$ cat src/rtl/soi_pkg.sv
package soi_pkg;
  localparam int unsigned CLK_HZ = 40000000;
  localparam int unsigned RES_MIN_MS = 120;
  localparam int unsigned RES_MAX_MS = 4000;
  localparam int unsigned FB_TIMEOUT_MS = 500;
  localparam int unsigned RES_MIN_CYC = (CLK_HZ / 1000) * RES_MIN_MS;
  localparam int unsigned RES_MAX_CYC = (CLK_HZ / 1000) * RES_MAX_MS;
  localparam int unsigned FB_CYC = (CLK_HZ / 1000) * FB_TIMEOUT_MS;
  localparam int unsigned CONTOUR_TOL_MM = 200;
  localparam int unsigned CNT_W = 28;
  localparam int unsigned MM_W = 16;

  typedef enum logic [1:0] {
    SOI_MODE_AUTO = 2'h0,
    SOI_MODE_START = 2'h1,
    SOI_MODE_START_RESTART = 2'h2
  } soi_mode_t;

  typedef enum logic [2:0] {
    SOI_ST_LOCKED = 3'h0,
    SOI_ST_WAIT_CLEAR = 3'h5,
    SOI_ST_ON_CHECK = 3'h1,
    SOI_ST_ON = 3'h3,
    SOI_ST_OFF_CHECK = 3'h2,
    SOI_ST_FAULT = 3'h6
  } soi_state_t;

  typedef struct packed {
    logic [MM_W-1:0] measured_mm;
    logic [MM_W-1:0] reference_mm;
    logic valid;
    logic enabled;
  } soi_contour_t;

  typedef struct packed {
    logic fault;
    logic contour_fault;
    logic feedback_fault;
    logic interlocked;
  } soi_status_t;
endpackage : soi_pkg

$ cat src/rtl/soi_interlock.sv
`timescale 1ns/1ps
// Operation
// Field violation switches primary outputs off
// Start interlock holds off after power-up
// Restart interlock holds off after violation
// Restart interlock implies start interlock
// Automatic mode releases when field clears
// Reset press valid between 0.12 and 4 s
// Compare contour against reference continuously
// Contour deviation over 200 mm switches off
// Optional dynamic contactor feedback monitoring
// Feedback closed required before switch-on
// Feedback must open within 500 ms after on
// Feedback must close within 500 ms after off
// Feedback timing failure latches fault state
// Contactors assert feedback while outputs off
// External control selects field pair
// Start-up mode static, same all pairs
// Fault persists until acknowledge or power cycle
module soi_interlock #(
  parameter int unsigned RES_MIN_CYC = soi_pkg::RES_MIN_CYC,
  parameter int unsigned RES_MAX_CYC = soi_pkg::RES_MAX_CYC,
  parameter int unsigned FB_CYC = soi_pkg::FB_CYC
) (
  input wire logic clk_i,
  input wire logic resetn_i,
  input wire soi_pkg::soi_mode_t mode_i,
  input wire logic feedback_enable_i,
  input wire logic field_violated_i,
  input wire logic reset_button_i,
  input wire logic contactor_feedback_input_i,
  input wire soi_pkg::soi_contour_t contour_i,
  input wire logic fault_ack_i,
  output logic primary_safety_outputs_o,
  output soi_pkg::soi_status_t status_o
);
  localparam logic [soi_pkg::CNT_W-1:0] RMIN = RES_MIN_CYC[soi_pkg::CNT_W-1:0];
  localparam logic [soi_pkg::CNT_W-1:0] RMAX = RES_MAX_CYC[soi_pkg::CNT_W-1:0];
  localparam logic [soi_pkg::CNT_W-1:0] FBT = FB_CYC[soi_pkg::CNT_W-1:0];
  localparam logic [soi_pkg::MM_W-1:0] TOL =
    soi_pkg::CONTOUR_TOL_MM[soi_pkg::MM_W-1:0];

  soi_pkg::soi_state_t state_reg, state_next;
  soi_pkg::soi_mode_t mode_reg;
  logic [soi_pkg::CNT_W-1:0] press_cnt_reg, press_cnt_next;
  logic [soi_pkg::CNT_W-1:0] fb_cnt_reg, fb_cnt_next;
  logic button_prev_reg;
  logic out_reg, out_next;
  logic contour_fault_reg;
  logic feedback_fault_reg, feedback_fault_next;
  logic captured_reg;
  logic fault_reg;
  logic interlocked_reg;

  wire logic [soi_pkg::MM_W-1:0] diff_mm;
  wire logic contour_bad;
  wire logic unsafe;
  wire logic release_press;
  wire logic interlock_on;
  wire logic restart_lock;
  wire logic fb_closed;
  wire logic fb_ok_for_on;
  wire logic fb_expired;
  wire soi_pkg::soi_state_t state_upd;

  // Contour compare
  assign diff_mm = (contour_i.measured_mm > contour_i.reference_mm) ?
    (contour_i.measured_mm - contour_i.reference_mm) :
    (contour_i.reference_mm - contour_i.measured_mm);
  assign contour_bad = contour_i.enabled && contour_i.valid &&
    (diff_mm > TOL);
  assign unsafe = field_violated_i || contour_bad ||
    contour_fault_reg;
  // Button released after a valid hold
  assign release_press = button_prev_reg && !reset_button_i &&
    (press_cnt_reg >= RMIN) && (press_cnt_reg <= RMAX);
  assign interlock_on = (mode_reg != soi_pkg::SOI_MODE_AUTO);
  assign restart_lock =
    (mode_reg == soi_pkg::SOI_MODE_START_RESTART);
  assign fb_closed = contactor_feedback_input_i;
  assign fb_ok_for_on = !feedback_enable_i || fb_closed;
  assign fb_expired = (fb_cnt_reg >= FBT);
  // Auto mode leaves the locked state at once
  assign state_upd = (state_reg == soi_pkg::SOI_ST_LOCKED && !interlock_on) ?
    soi_pkg::SOI_ST_WAIT_CLEAR : state_next;

  // Press duration counter, saturating
  always_comb begin
    press_cnt_next = press_cnt_reg;
    if (!reset_button_i) begin
      press_cnt_next = '0;
    end else if (press_cnt_reg <= RMAX) begin
      press_cnt_next = press_cnt_reg + 1'b1;
    end
  end

  always_comb begin
    state_next = state_reg;
    out_next = 1'b0;
    fb_cnt_next = '0;
    feedback_fault_next = feedback_fault_reg;
    case (state_reg)
      soi_pkg::SOI_ST_LOCKED: begin
        if (release_press && !unsafe && fb_ok_for_on) begin
          state_next = feedback_enable_i ? soi_pkg::SOI_ST_ON_CHECK :
            soi_pkg::SOI_ST_ON;
          out_next = 1'b1;
        end
      end
      soi_pkg::SOI_ST_WAIT_CLEAR: begin
        if (!unsafe && fb_ok_for_on) begin
          state_next = feedback_enable_i ? soi_pkg::SOI_ST_ON_CHECK :
            soi_pkg::SOI_ST_ON;
          out_next = 1'b1;
        end
      end
      soi_pkg::SOI_ST_ON_CHECK: begin
        out_next = 1'b1;
        fb_cnt_next = fb_cnt_reg + 1'b1;
        if (unsafe) begin
          out_next = 1'b0;
          state_next = soi_pkg::SOI_ST_OFF_CHECK;
          fb_cnt_next = '0;
        end else if (!fb_closed) begin
          state_next = soi_pkg::SOI_ST_ON;
        end else if (fb_expired) begin
          out_next = 1'b0;
          feedback_fault_next = 1'b1;
          state_next = soi_pkg::SOI_ST_FAULT;
        end
      end
      soi_pkg::SOI_ST_ON: begin
        out_next = 1'b1;
        if (unsafe) begin
          out_next = 1'b0;
          if (feedback_enable_i) begin
            state_next = soi_pkg::SOI_ST_OFF_CHECK;
          end else if (restart_lock) begin
            state_next = soi_pkg::SOI_ST_LOCKED;
          end else begin
            state_next = soi_pkg::SOI_ST_WAIT_CLEAR;
          end
        end
      end
      soi_pkg::SOI_ST_OFF_CHECK: begin
        fb_cnt_next = fb_cnt_reg + 1'b1;
        if (fb_closed) begin
          fb_cnt_next = '0;
          state_next = restart_lock ? soi_pkg::SOI_ST_LOCKED :
            soi_pkg::SOI_ST_WAIT_CLEAR;
        end else if (fb_expired) begin
          feedback_fault_next = 1'b1;
          state_next = soi_pkg::SOI_ST_FAULT;
        end
      end
      soi_pkg::SOI_ST_FAULT: begin
        if (fault_ack_i) begin
          feedback_fault_next = 1'b0;
          state_next = interlock_on ? soi_pkg::SOI_ST_LOCKED :
            soi_pkg::SOI_ST_WAIT_CLEAR;
        end
      end
      default: begin
        state_next = soi_pkg::SOI_ST_FAULT;
      end
    endcase
  end

  // Mode sampled once after reset release
  always_ff @(posedge clk_i) begin
    if (!resetn_i) begin
      captured_reg <= 1'b0;
      mode_reg <= soi_pkg::SOI_MODE_START_RESTART;
    end else if (!captured_reg) begin
      captured_reg <= 1'b1;
      mode_reg <= mode_i;
    end
  end

  always_ff @(posedge clk_i) begin
    if (!resetn_i) begin
      state_reg <= soi_pkg::SOI_ST_LOCKED;
      out_reg <= 1'b0;
      press_cnt_reg <= '0;
      fb_cnt_reg <= '0;
      button_prev_reg <= 1'b0;
      feedback_fault_reg <= 1'b0;
      fault_reg <= 1'b0;
      interlocked_reg <= 1'b1;
    end else if (!captured_reg) begin
      state_reg <= soi_pkg::SOI_ST_LOCKED;
      out_reg <= 1'b0;
      button_prev_reg <= reset_button_i;
      fault_reg <= 1'b0;
      interlocked_reg <= 1'b1;
    end else begin
      state_reg <= state_upd;
      fault_reg <= (state_upd == soi_pkg::SOI_ST_FAULT);
      interlocked_reg <= (state_upd == soi_pkg::SOI_ST_LOCKED);
      out_reg <= out_next;
      press_cnt_reg <= press_cnt_next;
      fb_cnt_reg <= fb_cnt_next;
      button_prev_reg <= reset_button_i;
      feedback_fault_reg <= feedback_fault_next;
    end
  end

  // Contour fault latches until acknowledge
  always_ff @(posedge clk_i) begin
    if (!resetn_i) begin
      contour_fault_reg <= 1'b0;
    end else if (contour_bad) begin
      contour_fault_reg <= 1'b1;
    end else if (fault_ack_i) begin
      contour_fault_reg <= 1'b0;
    end
  end

  assign primary_safety_outputs_o = out_reg;
  assign status_o.fault = fault_reg;
  assign status_o.contour_fault = contour_fault_reg;
  assign status_o.feedback_fault = feedback_fault_reg;
  assign status_o.interlocked = interlocked_reg;
endmodule : soi_interlock

$ cat config.mk
export PLATFORM = sky130hd
export DESIGN_NAME = soi_interlock
export DESIGN_NICKNAME = d
export VERILOG_FILES = /design/src/rtl/soi_pkg.sv /design/src/rtl/soi_interlock.sv
export SDC_FILE = /design/constraint.sdc
export NUM_CORES = 1
export LEC_CHECK = 0
export ABC_AREA = 1
export ABC_CLOCK_PERIOD_IN_PS = 2800
export BUFFER_PORTS_ARGS = -buffer_cell sky130_fd_sc_hd__buf_4
export CELL_PAD_IN_SITES_DETAIL_PLACEMENT = 1
export CELL_PAD_IN_SITES_GLOBAL_PLACEMENT = 1
export CORE_ASPECT_RATIO = 0.8
export CORE_MARGIN = 2
export CORE_UTILIZATION = 39
export CTS_BUF_LIST = sky130_fd_sc_hd__clkbuf_8
export DETAILED_ROUTE_END_ITERATION = 8
export GPL_TIMING_DRIVEN = 0
export HOLD_SLACK_MARGIN = 0.06
export MAX_ROUTING_LAYER = met4
export PLACE_DENSITY = 0.84
export SLEW_MARGIN = 20
export SYNTH_ARGS = -nofsm -noshare
export SYNTH_HDL_FRONTEND = slang
export SYNTH_SLANG_ARGS = --single-unit
$ cat constraint.sdc
create_clock -name clk_i -period 2.8 [get_ports clk_i]
set_input_delay 0.56 -clock clk_i [delete_from_list [all_inputs] [get_ports clk_i]]
set_output_delay 0.56 -clock clk_i [all_outputs]
set_load 0.05 [all_outputs]
Word level (Yosys, flattened, before mapping)
Cells that the tools add are included.
{"block": "totals", "register_bits": 68, "input_bits": 43, "out_inout_bits": 5}
{"block": "classes", "addsub": 4, "magnitude_cmp": 5, "n_eq_ne": 12, "n_mux": 35, "n_reduce_logical": 24}
{"operator": "$mux W28", "count": 4}
{"operator": "$add A28 B1 Y28 const B", "count": 2}
{"operator": "$pmux W28 S2", "count": 1}
{"operator": "$mux W3", "count": 12}
{"operator": "$sub A16 B16 Y16", "count": 2}
{"operator": "$ge A28 B23 Y1 const B", "count": 1}
{"operator": "$ge A28 B25 Y1 const B", "count": 1}
{"operator": "$le A28 B28 Y1 const B", "count": 1}
{"operator": "$pmux W3 S6", "count": 1}
{"operator": "$gt A16 B16 Y1", "count": 1}
{"operator": "$gt A16 B8 Y1 const B", "count": 1}
{"operator": "$mux W16", "count": 1}
{"operator": "$mux W1", "count": 13}
{"operator": "$eq A3 B3 Y1 const B", "count": 3}
{"operator": "$logic_and A1 B1 Y1", "count": 9}
{"operator": "$ne A2 B2 Y1 const B", "count": 4}
{"operator": "$eq A3 B2 Y1 const B", "count": 2}
{"operator": "$logic_not A3 Y1", "count": 2}
{"operator": "$reduce_and A6 Y1", "count": 1}
{"operator": "$logic_not A1 Y1", "count": 4}
{"operator": "$pmux W1 S4", "count": 1}
{"operator": "$reduce_and A2 Y1", "count": 2}
{"operator": "$reduce_bool A2 Y1", "count": 2}
{"operator": "$eq A3 B1 Y1 const B", "count": 1}
{"operator": "6 further kinds", "count": 8}

Depth between registers and ports, before layout
{"block": "logic_depth", "ltp_word": 13, "depth_mapped": 27, "depth_no_buf": 26}

Least setup slack after synthesis
Ideal clock, no wire load.
{"block": "synth_timing", "path_kind": "in2reg", "startpoint": "input port contour_i[18] (netlist name)", "endpoint": "register fb_cnt_reg[6] (netlist name)", "setup_ps": 57, "arrival_time_ps": 2942, "required_ps": 2743, "setup_slack_ps": -199, "cell_stages": 26, "n_path_buf": 2, "cell_sequence": "inv_1 > ha_1 > fa_1 > inv_1 > nand3_1 > nand2_2 > nand2_2 > nand2_2 > nand2_2 > nand2_4 > nand2_4 > buf_6 > nand2_1 > o21ai_1 > nor2_1 > nor2_1 > nor2_1 > nand2_1 > nand2_4 > nand2_4 > o21ai_4 > inv_2 > nand2_4 > buf_8 > nand4_2 > inv_2"}
{"block": "synth_via", "elab_chain_cells": 8}
{"element": "start: declaration", "line_no": "soi_interlock.sv:32", "rtl": "input wire soi_pkg::soi_contour_t contour_i,"}
{"element": "$sub A16 B16 Y16, or another cell as far along", "line_no": "soi_interlock.sv:69", "rtl": "(contour_i.reference_mm - contour_i.measured_mm);"}
{"element": "$mux W16 (*)", "line_no": "soi_interlock.sv:67", "rtl": "assign diff_mm = (contour_i.measured_mm > contour_i.reference_mm) ?"}
{"element": "$gt A16 B8 Y1 (*)", "line_no": "soi_interlock.sv:71", "rtl": "(diff_mm > TOL);"}
{"element": "$logic_and A1 B1 Y1 (*)", "line_no": "soi_interlock.sv:70", "rtl": "assign contour_bad = contour_i.enabled && contour_i.valid &&"}
{"element": "$logic_or A1 B1 Y1 (*) (2 in series)", "line_no": "soi_interlock.sv:72", "rtl": "assign unsafe = field_violated_i || contour_bad ||"}
{"element": "$mux W28 (*)", "line_no": "soi_interlock.sv:120", "rtl": "if (unsafe) begin"}
{"element": "$pmux W28 S2 (*)", "line_no": "soi_interlock.sv:102", "rtl": "case (state_reg)"}
{"element": "end signal: assignment", "line_no": "soi_interlock.sv:202", "rtl": "fb_cnt_reg <= fb_cnt_next;"}
{"element": "end: declaration", "line_no": "soi_interlock.sv:46", "rtl": "logic [soi_pkg::CNT_W-1:0] fb_cnt_reg, fb_cnt_next;"}
Mark *: on every way between the ends. The rest lies on a longest branch, timed or not.
A chain may end at the register's enable or synchronous reset.

Worst setup path in the final report
{"block": "layout_timing", "startpoint": "input port contour_i[2] (netlist name)", "endpoint": "register state_reg[1]"}
{"block": "layout_via", "elab_chain_cells": 12}
{"element": "$sub A16 B16 Y16, or another cell as far along", "line_no": "soi_interlock.sv:69"}
{"element": "$mux W16 (*)", "line_no": "soi_interlock.sv:67"}
{"element": "$gt A16 B8 Y1 (*)", "line_no": "soi_interlock.sv:71"}
{"element": "$logic_and A1 B1 Y1 (*)", "line_no": "soi_interlock.sv:70"}
{"element": "$logic_or A1 B1 Y1 (*) (2 in series)", "line_no": "soi_interlock.sv:72"}
{"element": "$logic_not A1 Y1", "line_no": "soi_interlock.sv:104, soi_interlock.sv:111"}
{"element": "$logic_and A1 B1 Y1 (2 in series)", "line_no": "soi_interlock.sv:104", "rtl": "if (release_press && !unsafe && fb_ok_for_on) begin"}
{"element": "$mux W3", "line_no": "soi_interlock.sv:104"}
{"element": "$pmux W3 S6 (*)", "line_no": "soi_interlock.sv:102"}
{"element": "$mux W3 (*)", "line_no": "soi_interlock.sv:84", "rtl": "assign state_upd = (state_reg == soi_pkg::SOI_ST_LOCKED && !interlock_on) ?"}
{"element": "end signal: assignment", "line_no": "soi_interlock.sv:182", "rtl": "state_reg <= soi_pkg::SOI_ST_LOCKED;"}
{"element": "end signal: assignment", "line_no": "soi_interlock.sv:191", "rtl": "state_reg <= soi_pkg::SOI_ST_LOCKED;"}
{"element": "end signal: assignment", "line_no": "soi_interlock.sv:197", "rtl": "state_reg <= state_upd;"}
{"element": "end: declaration", "line_no": "soi_interlock.sv:43", "rtl": "soi_pkg::soi_state_t state_reg, state_next;"}
Marks and branches as above.

==> results by group <==
Outcome
  – Status: complete, but fails checks
  – Failing checks: setup timing

STA
  – Final Max Slew Viols: 0
  – Worst-Margin Slew: 0.801 ns
  – Number of setup violations in the final report: 35
  – RSZ-0062 raised after global routing: yes
  – Slew HR: 46.6%
  – Endpoints failing hold: 0
  – Setup Skew: 0.0134 ns
  – Tcrit/Tclk final: 113%
  – Final WS setup: -0.358 ns
  – Final hold slack: 0.325 ns
  – Max Fclk: 0.317 GHz
  – Min Tclk post-route: 3.16 ns

Clocking
  – Clk root buf: clkbuf_8
  – H-tree depth: 3
  – Clk buf depth: 2
  – Clk sinks: 68
  – CTS clock-pin slew for the worst setup and hold paths: 0.07 ns
  – CTS buffer count: 9
  – CTS tree: done
  – Hold Buf Count CTS: 0
  – Clock Latency Late Sink: 0.37 ns

Worst setup path
  – Critical path fanouts, max: 5
  – CP Data Arrival Time: 3.41 ns
  – Crit path required time: 3.05 ns
  – Crit Path Class: input pin to flop
  – CP Capture Type: flop
  – Kind of start point of the critical path: input pin

Final layout
  – Layout area overhead: 27.9%
  – Area of the multi-input gates: 4580 sq um
  – Total Nets Final: 1,268
  – Layout Utilization: 51.4%
  – Post-route insts no fill: 1,407
  – Register Area: 1370 sq um
  – Diode count: 0
  – Design area: 8170 sq um
  – Share of layout cells above drive strength 1: 21.6%
  – Fillers: 2,193

Synth
  – Adder-cell area share of the yosys netlist: 7.49%
  – Post-synth cell types: 46
  – Mux share of post-synthesis cell area: 0%
  – Async SR Flop Fraction: 0%
  – Synth Cell Area: 6380 sq um
  – Synth Area in XOR/XNOR: 3.16%
  – Cells after synthesis: 1,098
  – Primary FF master, synth: dfxtp_1
  – Post-synthesis compound-gate area fraction: 10.9%
  – Mean post-synth cell area: 5.82 sq um
  – Total nets after synthesis: 1,178
  – EDFF count, synth: 0
  – Register area share after synthesis: 21.3%
  – Synth Area in Simple Gates: 41.2%
  – Synth warnings: 0
  – Yosys reg bits: 68
  – Main combinational cell family by area after synthesis: simple AND/OR/NAND/NOR gates

Drt
  – Vias/cell: 5.33
  – Post-DRT Antenna Nets: 0
  – Initial DRC Count: 606
  – Routed WL: 23.6 mm
  – TritonRoute pass-1 iters: 6
  – Drt drc: 0
  – Post-DR wirelength/cell: 16.8 um
  – Via count: 7,496

Min path
  – HP Class: input pin to flop

Placement
  – Area after DPL: 7050 sq um
  – GPL Wtd Cong: 0.954
  – DPL Wire Length: 16.0 mm
  – Inst Count DP: 1,359
  – IO buf count: 46

GRT
  – Gr usage total: 25.5%
  – First-pass GRT wire length: 35.5 mm
  – Total gr overflow: 0
  – Vias in the first global route: 7,261
  – Met1 usage: 35.3%
  – Met3 GRT Util: 4.02%
  – Initial antenna violation count: 0
  – Largest net degree at the start of global routing: 11
  – Met2 Use GR: 39.4%
  – GRT Max-Usage Layer: met2

Power
  – Total power: 2.80 mW
  – Maximum vdd drop: 0.211 mV
  – Static Leak: 4.02 nW
  – Pwr Density: 343 nW/um^2

Die
  – Die ar.: 17,400 sq um
  – Initial Util: 40.1%
  – Die Y: 118 um
  – Die W: 147 um
  – Core ar.: 15,900 sq um
  – Ports: 48
  – Rows: 41

Run
  – Max-cap viol count: 0
worst max-delay path, stage by stage:
cell	delay [ns]
buf_6	0.08
inv_1	0.04
ha_1	0.22
fa_2	0.38
inv_2	0.10
nand3_1	0.09
nand2_2	0.15
nand2_1	0.11
nand2_1	0.08
nand2_1	0.05
nand2_1	0.05
nand2_1	0.05
nor2_1	0.13
nand2_1	0.07
nand2_1	0.07
nand3_2	0.09
nor2_4	0.10
nand2_2	0.08
nand2_4	0.08
buf_6	0.13
nand3_2	0.07
nand2_2	0.13
nand2_1	0.07
nor2_1	0.13
nand2_1	0.14
nand2_1	0.10
nor2_1	0.04
cells by family after synthesis:
group | Yosys count
xor+xnor | 23
fa+ha+maj | 37
compound gates | 118
simple gates | 595
buf+inv | 257
flops | 68
stage by stage:
step	worst slack [ns]	setup TNS (ns)
2_1_floorplan	-0.0676	-1.02
6_report	-0.358	-7.70
5_1_grt	-0.412	-10.45
3_5_place_dp	-0.782	-23.83
4_1_cts	-0.246	-5.31
3_3_place_gp	-0.777	-23.69
layout make-up:
| cell class | instances | area share, % |
|---|---|---|
| well taps | 215 | 3.29 |
| plain buffers | 24 | 2.16 |
| flip-flops and latches | 68 | 16.8 |
| clock buffers | 10 | 1.69 |
| inverters | 230 | 11.0 |
| repair buffers | 82 | 8.52 |
| multi-input cells | 773 | 56.1 |
| clock inverters | 5 | 0.567 |
Yosys cell counts, drive strengths merged, types with 9 or more instances:
cell / number / area share, %
nand4: 35 / 3.7
o211ai: 12 / 1.6
xnor2: 9 / 1.2
ha: 35 / 6.9
inv: 227 / 13
a21oi: 66 / 5.2
buf: 16 / 1.7
nand3: 69 / 5.4
dfxtp: 68 / 21
nor3: 37 / 3.3
nand2: 333 / 20
o21ai: 23 / 2.0
nor2: 95 / 5.6
nor4: 15 / 1.5
clkbuf: 11 / 0.65
xor2: 14 / 1.9
routing by layer:
metal	up-vias	share of wire [%]
li1	3632	-
met1	3560	47
met2	258	46
met3	46	6.0
met4	0	1.8
met5	-	0
path summary, 6_finish.rpt:
path / slack [ns] / start / endpoint / cells after the start
setup / recovery: -0.36 / contour_i[2] / state_reg[1] / 27
hold / removal: 0.33 / resetn_i / captured_reg / 1
setup reg to reg: -0.02 / fb_cnt_reg[20] / state_reg[0] / 13
hold reg to reg: 0.47 / feedback_fault_reg / feedback_fault_reg / 2
timing repair:
item                                    in CTS  in global routing
buffers inserted                            16                 19
pin swaps                                   22                 41
gates cloned                                 2                  0
resized for setup                           58                119
endpoints found under the setup margin      39                 53
layout by cell type, fill, tap and decap left out, types with 3 or more instances in the layout:
cell type | netlist | routed
a211oi_1 | 5 | 5
a21oi_1 | 65 | 62
buf_12 | 0 | 4
buf_4 | 4 | 78
buf_6 | 2 | 9
clkbuf_1 | 11 | 9
clkbuf_8 | 0 | 10
dfxtp_1 | 68 | 62
dfxtp_2 | 0 | 6
ha_1 | 35 | 25
ha_4 | 0 | 8
inv_1 | 212 | 203
inv_2 | 15 | 22
inv_4 | 0 | 3
nand2_1 | 321 | 283
nand2_2 | 7 | 29
nand2_4 | 5 | 20
nand3_1 | 69 | 55
nand3_2 | 0 | 11
nand3_4 | 0 | 3
nand3b_1 | 4 | 4
nand4_1 | 32 | 32
nor2_1 | 94 | 80
nor2_2 | 1 | 9
nor2_4 | 0 | 6
nor3_1 | 33 | 29
nor3_4 | 1 | 6
nor4_1 | 15 | 14
o211ai_1 | 9 | 9
o21ai_0 | 20 | 19
o21bai_1 | 5 | 5
xnor2_1 | 9 | 9
xor2_1 | 14 | 14
power by group:
part	switching, mW	total [mW]	internal (mW)	leakage [nW]
clock	0.384	0.804	0.420	0.106
sequential	0.00617	0.981	0.974	0.552
combinational	0.632	1.02	0.385	3.37
(Power assumes the default switching activity.)
